### src/hdl/err_status_pkg.sv
// Purpose: shared constants and types for the processor error status unit
// Assumes: 16-bit words, four priority levels, eight general registers per level
// Notes: bit numbers count from the most significant bit, bit 00 is [15]
package err_status_pkg;
    localparam int WORD_W = 16;
    localparam int LEVELS = 4;
    localparam int GREGS = 8;
    localparam int LSB_WORDS = 11;
    // status word bit numbers, msb-first
    localparam int BIT_SPEC = 0;
    localparam int BIT_ADDR = 1;
    localparam int BIT_PRIV = 2;
    localparam int BIT_FUNC = 4;
    localparam int BIT_STACK = 6;
    localparam int BIT_PARITY = 8;
    localparam int BIT_CTRL = 10;
    localparam int BIT_IOCHK = 11;
    localparam int BIT_SEQ = 12;
    localparam int BIT_AUTOLOAD = 13;
    localparam int BIT_PWR = 15;
    localparam logic [15:0] STATUS_RESET = 16'h0000;
    // mask of implemented bits; unused positions 03 05 07 09 14 are zero
    localparam logic [15:0] STATUS_USED = 16'hEABD;
    localparam logic [15:0] STATUS_EVENT_BITS = 16'hEAB1;
    // level status register fields, msb-first
    localparam int LSR_SUPV = 8;
    localparam int LSR_INPROC = 9;
    localparam int LSR_SMASK = 11;
    // storage layout of a level status block (word offsets)
    localparam logic [3:0] LSB_OFF_IAR = 4'h0;
    localparam logic [3:0] LSB_OFF_LSR = 4'h2;
    localparam logic [3:0] LSB_OFF_GR0 = 4'h3;
    localparam logic [4:0] OP_ILL_A = 5'h07;
    localparam logic [4:0] OP_ILL_B = 5'h16;
    localparam logic [4:0] OP_ILL_C = 5'h1B;
    localparam logic [4:0] OP_RSV = 5'h04;
    localparam logic [4:0] OP_08 = 5'h08;
    localparam logic [4:0] OP_0B = 5'h0B;
    localparam logic [4:0] OP_0C = 5'h0C;
    localparam logic [4:0] OP_0E = 5'h0E;
    localparam logic [4:0] OP_0F = 5'h0F;
    localparam logic [4:0] OP_1D = 5'h1D;
    typedef enum logic [3:0] {
        CLS_NONE = 4'h0,
        CLS_MACHINE = 4'h1,
        CLS_PROGRAM = 4'h2,
        CLS_SOFT = 4'h4,
        CLS_POWER = 4'h8
    } class_e;
    function automatic int pos(input int b);
        return 15 - b;
    endfunction
endpackage

### src/hdl/lsb_bus_if.sv
// Purpose: storage word transfer between the sequencer core and the block loader
// Assumes: one word per cycle, valid-only handshake
// Notes: the core masters, the loader receives
interface lsb_bus_if;
    logic wr;
    logic [3:0] idx;
    logic [15:0] data;
    modport core(output wr, output idx, output data);
    modport loader(input wr, input idx, input data);
endinterface

### src/hdl/processor_error_status_unit.sv
// Purpose: records checks and exceptions in the status word, picks the class interrupt
// Assumes: sequencer presents one-cycle event pulses; storage answers reads in one cycle
// Notes: block save is requested from the sequencer; this unit supplies the address to save
module processor_error_status_unit
    import err_status_pkg::*;
(
    input wire logic clock, // processor clock
    input wire logic arst_n, // async reset, active low
    input wire logic exec_valid, // instruction being decoded this cycle
    input wire logic [4:0] opcode, // op field
    input wire logic [4:0] func, // function field
    input wire logic privileged, // decoded instruction is privileged
    input wire logic [15:0] instr_addr, // address of current instruction
    input wire logic [15:0] storage_pointer_reg, // storage address register
    input wire logic [1:0] active_level, // current priority level
    input wire logic level_active, // some level is active
    input wire logic misalign_evt, // alignment violation pulse
    input wire logic bad_addr_evt, // address beyond storage pulse
    input wire logic stack_evt, // stack exception pulse
    input wire logic parity_evt, // storage read parity pulse
    input wire logic ctrl_fault_evt, // processor control malfunction pulse
    input wire logic io_fault_evt, // I/O interface hardware error pulse
    input wire logic io_seq_evt, // an I/O interface sequence occurred
    input wire logic io_seq_kind, // 0 program-issued transfer, 1 interrupt/cycle steal
    input wire logic autoload_evt, // automatic initial program load pulse
    input wire logic power_warn, // power or thermal warning pin
    input wire logic copy_status_and_clear_instr, // store status word pulse
    input wire logic [15:0] copy_addr, // target of that store
    input wire logic load_level_block_instr, // load level block pulse
    input wire logic [15:0] block_addr, // storage address of block
    input wire logic [1:0] block_level, // selected level
    input wire logic mem_ready, // storage accepts the request
    input wire logic [15:0] mem_rdata, // storage read data, valid cycle after read
    output logic mem_req, // storage request
    output logic mem_we, // storage write
    output logic [15:0] mem_addr, // storage address
    output logic [15:0] mem_wdata, // storage write data
    output logic [15:0] processor_error_status, // status word
    output logic [3:0] class_irq, // one-hot class interrupt pulse
    output logic [15:0] saved_ip, // address to save in the level block
    output logic save_block, // request the sequencer to save the block
    output logic io_reset, // channel and device reset pulse
    output logic busy, // block load or status copy in progress
    output logic [15:0] sel_level_lsr, // level state of the current priority level (active_level)
    output logic [15:0] sel_level_ip // saved address, the same value as saved_ip
);
    typedef enum logic [3:0] {
        ST_IDLE = 4'b0001,
        ST_COPY = 4'b0010,
        ST_READ = 4'b0100,
        ST_WAIT = 4'b1000
    } state_e;

    state_e state_reg, state_next;
    logic [15:0] status_reg, status_next;
    logic [3:0] class_reg, class_next;
    logic [15:0] saved_reg, saved_next;
    logic save_reg, save_next;
    logic io_reset_reg, io_reset_next;
    logic [15:0] copy_addr_reg, copy_addr_next;
    logic [15:0] base_reg, base_next;
    logic [1:0] level_reg, level_next;
    logic [3:0] idx_reg, idx_next;
    logic [15:0] last_io_ip_reg, last_io_ip_next;
    logic pw_meta_reg, pw_sync_reg;
    logic illegal, reserved, supv, smask;
    logic r7_wr;
    logic [15:0] lsr_active, r7_unused;
    logic ext_wr;
    lsb_bus_if lb();

    opcode_checker u_opcode (
        .opcode(opcode),
        .func(func),
        .supv(supv),
        .illegal(illegal),
        .reserved(reserved)
    );

    level_block_store u_blocks (
        .clock(clock),
        .arst_n(arst_n),
        .bus(lb),
        .sel_level(level_reg),
        .r7_wr(r7_wr),
        .r7_level(active_level),
        .r7_data(storage_pointer_reg),
        .rd_level(active_level),
        .ip_out(),
        .lsr_out(lsr_active),
        .r7_out(r7_unused)
    );

    assign supv = lsr_active[pos(LSR_SUPV)];
    assign smask = lsr_active[pos(LSR_SMASK)];

    // words arrive one cycle after each read request
    assign lb.wr = ext_wr;
    assign lb.idx = idx_reg;
    assign lb.data = mem_rdata;

    // power warning is asynchronous to the clock
    always_ff @(posedge clock or negedge arst_n) begin
        if (!arst_n) begin
            pw_meta_reg <= 1'b0;
            pw_sync_reg <= 1'b0;
        end else begin
            pw_meta_reg <= power_warn;
            pw_sync_reg <= pw_meta_reg;
        end
    end

    logic pgm_evt, soft_evt, mchk_evt, pwr_evt, ctrl_evt;
    always_comb begin
        ctrl_evt = ctrl_fault_evt || (exec_valid && !level_active);
        pgm_evt = misalign_evt || bad_addr_evt || (exec_valid && ((privileged && !supv) || illegal));
        soft_evt = stack_evt || (exec_valid && reserved);
        mchk_evt = parity_evt || ctrl_evt || io_fault_evt;
        pwr_evt = pw_sync_reg && smask && !status_reg[pos(BIT_PWR)];
    end

    // status word, class selection and saved address
    always_comb begin
        status_next = status_reg;
        if (state_reg == ST_COPY && mem_ready) status_next = status_reg & ~STATUS_EVENT_BITS;
        if (misalign_evt) status_next[pos(BIT_SPEC)] = 1'b1;
        if (bad_addr_evt) status_next[pos(BIT_ADDR)] = 1'b1;
        if (exec_valid && privileged && !supv) status_next[pos(BIT_PRIV)] = 1'b1;
        if (exec_valid && (illegal || reserved)) status_next[pos(BIT_FUNC)] = 1'b1;
        if (stack_evt) status_next[pos(BIT_STACK)] = 1'b1;
        if (parity_evt) status_next[pos(BIT_PARITY)] = 1'b1;
        if (ctrl_evt) status_next[pos(BIT_CTRL)] = 1'b1;
        if (io_fault_evt) status_next[pos(BIT_IOCHK)] = 1'b1;
        if (io_seq_evt) status_next[pos(BIT_SEQ)] = io_seq_kind;
        if (autoload_evt) status_next[pos(BIT_AUTOLOAD)] = 1'b1;
        if (pw_sync_reg) status_next[pos(BIT_PWR)] = 1'b1;
        status_next = status_next & STATUS_USED;

        // priority: machine, program, soft, power; status bits 12/13 raise none
        class_next = CLS_NONE;
        if (mchk_evt) class_next = CLS_MACHINE;
        else if (pgm_evt) class_next = CLS_PROGRAM;
        else if (soft_evt) class_next = CLS_SOFT;
        else if (pwr_evt) class_next = CLS_POWER;
        save_next = (class_next != CLS_NONE);
        // failing address kept; I/O check from a program transfer names that instruction
        saved_next = saved_reg;
        if (io_fault_evt && !status_reg[pos(BIT_SEQ)]) saved_next = last_io_ip_reg;
        else if (save_next) saved_next = instr_addr;
        last_io_ip_next = (io_seq_evt && !io_seq_kind) ? instr_addr : last_io_ip_reg;
        // only control and I/O checks reset the channel; the processor is left alone
        io_reset_next = ctrl_evt || io_fault_evt;
    end
    assign r7_wr = (class_next == CLS_PROGRAM);

    // status copy and level block load sequencer
    always_comb begin
        state_next = state_reg;
        copy_addr_next = copy_addr_reg;
        base_next = base_reg;
        level_next = level_reg;
        idx_next = idx_reg;
        ext_wr = 1'b0;
        unique case (state_reg)
            ST_IDLE: begin
                if (copy_status_and_clear_instr) begin
                    copy_addr_next = copy_addr;
                    state_next = ST_COPY;
                end else if (load_level_block_instr) begin
                    base_next = block_addr;
                    level_next = block_level;
                    idx_next = 4'h0;
                    state_next = ST_READ;
                end
            end
            ST_COPY: if (mem_ready) state_next = ST_IDLE;
            ST_READ: if (mem_ready) state_next = ST_WAIT;
            ST_WAIT: begin
                ext_wr = 1'b1;
                if (idx_reg == 4'(LSB_WORDS - 1)) begin
                    state_next = ST_IDLE;
                end else begin
                    idx_next = idx_reg + 4'h1;
                    state_next = ST_READ;
                end
            end
            default: state_next = ST_IDLE;
        endcase
    end

    always_ff @(posedge clock or negedge arst_n) begin
        if (!arst_n) begin
            state_reg <= ST_IDLE;
            status_reg <= STATUS_RESET;
            class_reg <= CLS_NONE;
            saved_reg <= 16'h0000;
            save_reg <= 1'b0;
            io_reset_reg <= 1'b0;
            copy_addr_reg <= 16'h0000;
            base_reg <= 16'h0000;
            level_reg <= 2'h0;
            idx_reg <= 4'h0;
            last_io_ip_reg <= 16'h0000;
        end else begin
            state_reg <= state_next;
            status_reg <= status_next;
            class_reg <= class_next;
            saved_reg <= saved_next;
            save_reg <= save_next;
            io_reset_reg <= io_reset_next;
            copy_addr_reg <= copy_addr_next;
            base_reg <= base_next;
            level_reg <= level_next;
            idx_reg <= idx_next;
            last_io_ip_reg <= last_io_ip_next;
        end
    end

    assign mem_req = (state_reg == ST_COPY) || (state_reg == ST_READ);
    assign mem_we = (state_reg == ST_COPY);
    assign mem_addr = (state_reg == ST_COPY) ? copy_addr_reg : base_reg + {12'h000, idx_reg};
    assign mem_wdata = (state_reg == ST_COPY) ? status_reg : 16'h0000;
    assign processor_error_status = status_reg;
    assign class_irq = class_reg;
    assign saved_ip = saved_reg;
    assign save_block = save_reg;
    assign io_reset = io_reset_reg;
    assign busy = (state_reg != ST_IDLE);
    assign sel_level_lsr = lsr_active;
    assign sel_level_ip = saved_reg;
endmodule

### src/hdl/opcode_checker.sv
// Purpose: classify an opcode/function pair as illegal or reserved
// Assumes: function field up to five bits, low bits used for narrower codes
// Notes: purely combinational
module opcode_checker
    import err_status_pkg::*;
(
    input wire logic [4:0] opcode, // instruction op field
    input wire logic [4:0] func, // function field
    input wire logic supv, // supervisor state
    output logic illegal, // program check class
    output logic reserved // soft trap class
);
    logic [3:0] f4;
    always_comb begin
        f4 = func[3:0];
        illegal = 1'b0;
        reserved = 1'b0;
        unique case (opcode)
            OP_ILL_A, OP_ILL_B, OP_ILL_C: illegal = 1'b1;
            OP_RSV: reserved = 1'b1;
            OP_08: illegal = (f4[3] == 1'b0) && (f4[2:0] != 3'h0) && (f4[2:0] != 3'h4);
            OP_0B: begin
                illegal = (f4 == 4'h5) || (f4 == 4'h7) || (supv && ((f4 == 4'h1) || (f4 == 4'h9)));
                reserved = supv && ((f4 == 4'h3) || (f4 == 4'hB));
            end
            OP_0C: illegal = (func[2:0] == 3'h7);
            OP_0E: illegal = (func == 5'h18) || (func == 5'h1A) || (func == 5'h1B) || (func == 5'h1C)
                || (func == 5'h1E) || (func == 5'h1F);
            OP_0F: illegal = (func[4] && func[2]) || (func[4:3] == 2'h1) || (func[4] && func[2:0] == 3'h3)
                || (func == 5'h11);
            OP_1D: illegal = (f4[3:2] == 2'h3);
            default: ;
        endcase
    end
endmodule

### src/hdl/level_block_store.sv
// Purpose: hardware level status blocks for all priority levels
// Assumes: loaded one word at a time from storage by the core
// Notes: a level has instruction pointer, level state and eight general registers
module level_block_store
    import err_status_pkg::*;
(
    input wire logic clock, // processor clock
    input wire logic arst_n, // async reset
    lsb_bus_if.loader bus, // block words from storage
    input wire logic [1:0] sel_level, // level being loaded
    input wire logic r7_wr, // force general register seven
    input wire logic [1:0] r7_level, // level of that write
    input wire logic [15:0] r7_data, // storage pointer value
    input wire logic [1:0] rd_level, // level to display
    output logic [15:0] ip_out, // instruction pointer of rd_level
    output logic [15:0] lsr_out, // level state of rd_level
    output logic [15:0] r7_out // general register seven of rd_level
);
    logic [15:0] ip_reg [LEVELS];
    logic [15:0] lsr_reg [LEVELS];
    logic [15:0] gr_reg [LEVELS][GREGS];
    logic [15:0] ip_next [LEVELS];
    logic [15:0] lsr_next [LEVELS];
    logic [15:0] gr_next [LEVELS][GREGS];
    always_comb begin
        ip_next = ip_reg;
        lsr_next = lsr_reg;
        gr_next = gr_reg;
        if (bus.wr) begin
            if (bus.idx == LSB_OFF_IAR) ip_next[sel_level] = bus.data;
            else if (bus.idx == LSB_OFF_LSR) lsr_next[sel_level] = bus.data;
            else if (bus.idx >= LSB_OFF_GR0) gr_next[sel_level][3'(bus.idx - LSB_OFF_GR0)] = bus.data;
        end
        if (r7_wr) gr_next[r7_level][GREGS-1] = r7_data;
    end
    always_ff @(posedge clock or negedge arst_n) begin
        if (!arst_n) begin
            for (int l = 0; l < LEVELS; l++) begin
                ip_reg[l] <= 16'h0000;
                lsr_reg[l] <= 16'h0000;
                for (int g = 0; g < GREGS; g++) gr_reg[l][g] <= 16'h0000;
            end
        end else begin
            ip_reg <= ip_next;
            lsr_reg <= lsr_next;
            gr_reg <= gr_next;
        end
    end
    assign ip_out = ip_reg[rd_level];
    assign lsr_out = lsr_reg[rd_level];
    assign r7_out = gr_reg[rd_level][GREGS-1];
endmodule

### config.mk
export PLATFORM = sky130hd
export DESIGN_NAME = processor_error_status_unit
export DESIGN_NICKNAME = d
export VERILOG_FILES = /design/src/hdl/err_status_pkg.sv /design/src/hdl/lsb_bus_if.sv /design/src/hdl/processor_error_status_unit.sv /design/src/hdl/opcode_checker.sv /design/src/hdl/level_block_store.sv
export SDC_FILE = /design/constraint.sdc
export NUM_CORES = 1
export LEC_CHECK = 0
export BUFFER_PORTS_ARGS = -buffer_cell sky130_fd_sc_hd__buf_4
export CORE_UTILIZATION = 30
export DETAILED_ROUTE_END_ITERATION = 16
export PLACE_DENSITY = 0.51
export SLEW_MARGIN = 0
export SYNTH_ARGS = -nofsm -noshare
export SYNTH_HDL_FRONTEND = slang
export SYNTH_SLANG_ARGS = --single-unit
### constraint.sdc
create_clock -name clock -period 3.71 [get_ports clock]
set_clock_uncertainty 0.2 [all_clocks]
set_input_delay 0.742 -clock clock [delete_from_list [all_inputs] [get_ports clock]]
set_output_delay 0.742 -clock clock [all_outputs]
set_load 0.005 [all_outputs]
# --- Word level (Yosys, flattened, before mapping) ---
# Cells that the tools add are included.
# W data, S select, Z words.
totals:
  input_bits: 112
  register_bits: 157
op_classes:
  order_cmp: 3
  reduce_logical: 66
  n_mux: 39
  addsub: 2
  bitwise: 5
  n_eq_ne: 41
ops:
  columns: ["cell", "count"]
  rows:
  - ["$mux W16", 8]
  - ["$bwmux W64", 1]
  - ["$eq A5 B5 Y1 const B", 10]
  - ["$mux W4", 11]
  - ["$bmux W16 S2", 1]
  - ["$demux W16 S2", 1]
  - ["$eq A5 B4 Y1 const B", 5]
  - ["$logic_or A1 B1 Y1", 22]
  - ["$reduce_bool A2 Y1", 11]
  - ["$logic_and A1 B1 Y1", 19]
  - ["$add A16 B4 Y16", 1]
  - ["$eq A4 B4 Y1 const B", 4]
  - ["$pmux W4 S4", 1]
  - ["$eq A4 B2 Y1 const B", 3]
  - ["$eq A4 B3 Y1 const B", 3]
  - ["$mux W1", 12]
  - ["$eq A5 B3 Y1 const B", 2]
  - ["$ne A2 B2 Y1 const B", 5]
  - ["$reduce_and A3 Y1", 3]
  - ["$eq A4 B1 Y1 const B", 2]
  - ["$pmux W4 S2", 1]
  - ["$pmux W1 S7", 1]
  - ["$ge A3 B3 Y1 const B", 2]
  - ["$ne A3 B3 Y1 const B", 2]
  - ["other kinds (18)", 25]

# --- Logic depth before layout (Yosys ltp) ---
depth:
  ltp_word: 15
  depth_mapped: 9
  mapped_depth_nobuf: 9

# --- By module ---
# Synthesis repeated with hierarchy kept, for this count alone.
hier_totals:
  cells_unflattened: 1126
  area_unflattened_um2: 14530.2
by_module_without_submodules:
  columns: ["mod", "seq_area_each_um2", "area_per_inst_um2", "cells_per_inst", "instances"]
  rows:
  - ["level_block_store", 4804.6, 9631.7, 721, 1]
  - ["processor_error_status_unit", 2328.5, 4664.5, 372, 1]
  - ["opcode_checker", 0.0, 234.0, 33, 1]

# --- Least setup slack after synthesis ---
# Ideal clock, no wire load.
synth_timing:
  path_kind: "input -> register"
  from: "input port active_level[0]"
  to: "register saved_reg[10], in the netlist saved_ip[10]"
  arrival_time_ns: 2.718
  required_ns: 3.385
  stages: 9
  path_buffers: 3
  slack_ns: 0.667
  path_cell_list: "buf_6 mux4_2 and4_4 nor2b_4 o41ai_2 and4bb_1 buf_6 buf_12 mux2_4"
synth_between:
  elab_chain_len: 14
  word_cells_on_any_way: 24
  classes_between: "mux (9); bitwise (1); reduce/logical (14)"
synth_lines:
  columns: ["item", "line_no", "text"]
  rows:
  - ["start, declared", "processor_error_status_unit.sv:15", "input wire logic [1:0] active_level,"]
  - ["$not A2 Y3 *", null, null]
  - ["$bmux W16 S2 *", "level_block_store.sv:50", "assign lsr_out = lsr_reg[rd_level];"]
  - ["$mux W16 (not written as such) * (2 in series)", "level_block_store.sv:50", null]
  - ["via u_opcode.supv", "opcode_checker.sv:9", "input wire logic supv,"]
  - ["$logic_and A1 B1 Y1", "opcode_checker.sv:23", "illegal = (f4 == 4'h5) || (f4 == 4'h7) || (supv && ((f4 == 4'h1) || (f4 == 4'h9)));"]
  - ["$logic_or A1 B1 Y1", "opcode_checker.sv:23", null]
  - ["$pmux W1 S7", "opcode_checker.sv:18", "unique case (opcode)"]
  - ["$logic_or A1 B1 Y1", "processor_error_status_unit.sv:116", "pgm_evt = misalign_evt || bad_addr_evt || (exec_valid && ((privileged && !supv) || illegal));"]
  - ["$logic_and A1 B1 Y1", "processor_error_status_unit.sv:116", null]
  - ["$logic_or A1 B1 Y1", "processor_error_status_unit.sv:116", null]
  - ["$mux W4 *", "processor_error_status_unit.sv:142", "else if (pgm_evt) class_next = CLS_PROGRAM;"]
  - ["$mux W4 *", "processor_error_status_unit.sv:141", "if (mchk_evt) class_next = CLS_MACHINE;"]
  - ["$reduce_bool A4 Y1 *", "processor_error_status_unit.sv:145", "save_next = (class_next != CLS_NONE);"]
  - ["$reduce_bool A2 Y1 (no line) *", null, null]
  - ["end signal, assigned", "processor_error_status_unit.sv:208", "saved_reg <= saved_next;"]
  - ["end, declared", "processor_error_status_unit.sv:57", "logic [15:0] saved_reg, saved_next;"]
# The timed path passes the listed nets; every way through them passes the cells marked *. The select of a mux whose other input is x is not followed.
# A chain may end at the register's enable or synchronous reset.

# --- Worst setup path in the final report ---
layout_timing:
  from: "register idx_reg[0]"
  to: "output port mem_addr[10]"
layout_between:
  elab_chain_len: 2
layout_lines:
  columns: ["item", "line_no", "text"]
  rows:
  - ["start, declared", "processor_error_status_unit.sv:63", "logic [3:0] idx_reg, idx_next;"]
  - ["start signal, assigned", "processor_error_status_unit.sv:214", "idx_reg <= idx_next;"]
  - ["$add A16 B4 Y16", "processor_error_status_unit.sv:221", "assign mem_addr = (state_reg == ST_COPY) ? copy_addr_reg : base_reg + {12'h000, idx_reg};"]
  - ["$mux W16", "processor_error_status_unit.sv:221", null]
  - ["end, declared", "processor_error_status_unit.sv:36", "output logic [15:0] mem_addr,"]
# No other way between the ends.

==> results.toml <==
[outcome]
status = "completed"

[sta]
tightest_slew_ns = 0.925
slew_violations = 0
timing.slew.headroom = 0.380
post-route-period-util = 0.928
period_needed_ns = 3.44
finalSetupTns_ns = 0
setup_viol = 0
setup_ws_ns = 0.266
max_freq_mhz = 290
final-hold-violation-count = 0
rsz0062_at_grt = "false"

[global_routing]
grt_use_met3 = 0.0289
grt_pass1_vias = 5504
top_usage_layer = "met2"
gr-usage-all-layers = 0.148
grt_pass1_wl_mm = 29.6
antenna_found_initial = 0
grt_max_degree = 78
overflow = 0
use_met1 = 0.183
use_met2 = 0.255

[setup_path]
cp_slowest_cell = "fa_1"
cp_slowest_stage_delay_ns = 0.39
crit_type = "flop to output port"
critPathBufInv = 2
timing.critical_path.mode_cell = "o21a_1"
arrival_ns = 2.50
worstPathCellList = "ha_1 -> inv_1 -> fa_1 -> nor2b_1 -> o21a_1 -> o21a_1 -> and3_1 -> xnor2_1 -> o21ai_0 -> buf_4"
worstPathMaxFanout = 4
critPathTopFamily = "adder cells"
cp-start-kind = "flop"
cp.required_ns = 2.77
critPathCaptureType = "output port"

[power]
powerDensity_mw_per_mm2 = 573
p_leak_nw = 4.40
vdd_ir_drop_max_v = 0.000244

[floorplan]
die_w_um = 161
dieArea_sq_mm = 0.0259
fp.dieH_um = 161
fp.coreArea_sq_mm = 0.0245
io_pins = 217
start_util = 0.309
rows = 57

[detailed_routing]
drc = 0
drtAntennaViolNets = 0
drt_wl_total_mm = 18.3
drt_iter0_drc = 245
via_per_inst = 4.70
vias = 5122
wl_per_cell_um = 16.8
dr.pass1.iters = 4

[cts]
htree_levels = 4
cts_setup_buffers = 0
cts_made_buffers = 17
holdBufCountCts = 0
cts_resized = 0
root_buffer = "clkbuf_16"
clk_latency_ns = 0.42
clk_pin_slew_worst_paths_ns = 0.06
cts_tree = "yes"
clock-sinks = 157
max-clock-path-buffers = 2

[logic_synthesis]
ys_types = 55
yosys.area.top_type = "dfrtp_1"
synth.area.top_cells = "dfrtp_1 52%, mux2_2 21%, mux4_2 3.6%"
yosys.area.top_type_share = 0.515
synthesis.area_sq_mm = 0.00758
syn_avg_cell_area_sq_um = 13.3
synthArstFlopShare = 1.00
synth_edf_count = 0
synth-seq-cells = 157
synth_ff_type = "dfrtp_1"
yosysSeqAreaShare = 0.518
yosysWarningCount = 0
syn_inst = 571

[final_layout]
ff_latch_area_sq_mm = 0.00393
layout.nets = 873
multi_input_area_sq_mm = 0.00333
largest_reg_flops = 64
nFillCells = 2368
drive_gt1_frac = 0.527
area_growth_pct = 30.2
layout_commonest_cell = "buf_4"
final_cell_mix = "201 x buf_4, 156 x dfrtp_1, 139 x mux2_2"
n_antenna_cell = 0

[hold_path]
hold_path_class = "flop to flop"

[job]
max_cap_violations = 0

[placed_design]
dp_slack_ns = 0.380
dp_hpwl_mm = 13.2
port_buffers = 190
gp_congestion = 0.822
## power by group
group          internal [mW]  total (mW)  leakage [nW]  switching (mW)
sequential              2.04        2.29          1.86           0.255
clock                   1.09        1.84         0.300           0.757
combinational          0.905        1.52          2.23           0.612
total                   4.03        5.65          4.40            1.62
## layer usage
| metal | up-vias | part of all wire |
|---|---|---|
| li1 | 2369 | - |
| met1 | 2595 | 0.43 |
| met2 | 142 | 0.51 |
| met3 | 16 | 0.048 |
| met4 | 0 | 0.013 |
| met5 | - | 0 |
## path summary, 6_finish.rpt
path | from | end | slack (ns) | cells after the start
worst min-delay path | pw_meta_reg | pw_sync_reg | 0.15 | 0
worst max-delay path | idx_reg[0] | mem_addr[10] | 0.27 | 10
worst max register to register | u_blocks.lsr_reg[7] | saved_ip[15] | 0.91 | 7
max in group asynchronous | arst_n | last_io_ip_reg[15] | 2.34 | 2
min in group asynchronous | arst_n | copy_addr_reg[9] | 0.16 | 1
worst min register to register | pw_meta_reg | pw_sync_reg | 0.15 | 0
## kinds of logic after synthesis
kind of cell	Yosys count	synth area share
multiplexers	164	0.274
flip-flops	157	0.518
AND/OR/NAND/NOR	114	0.0835
buffers and inverters	60	0.0474
AO/OA/AOI/OAI	52	0.0447
XOR/XNOR	15	0.0173
adder cells (fa/ha/maj)	8	0.0142
other	1	0.000495
## synth_stat cells, types with 7 or more instances
master	count
dfrtp_1	156
mux2_2	139
nand2_1	34
buf_4	27
o21ai_0	21
clkbuf_1	16
nor2_1	16
mux4_2	12
and2_1	11
inv_1	11
xnor2_1	10
mux2_4	9
a21o_1	8
nand3_1	8
a21oi_1	7
ha_1	7
## cell type report
type,count,area share
Clock buffer,17,0.0431
Inverter,11,0.00418
Timing Repair Buffer,203,0.156
Multi-Input combinational cell,363,0.337
Clock inverter,14,0.0199
Sequential cell,157,0.398
Tap cell,324,0.0411
## through the flow
step	std cells	power (mW)	hold WS (ns)	util	cell area, sq um
after floorplan	580	3.12	0.131	-	7610
after global placement	1058	3.82	0.142	0.377	9250
after detailed placement	1058	3.88	0.136	0.377	9250
after CTS	1089	5.77	0.150	0.402	9870
after global routing	1089	6.01	0.169	0.402	9870
final	1089	5.65	0.148	0.402	9870
Power figures use the tool's default switching activity.
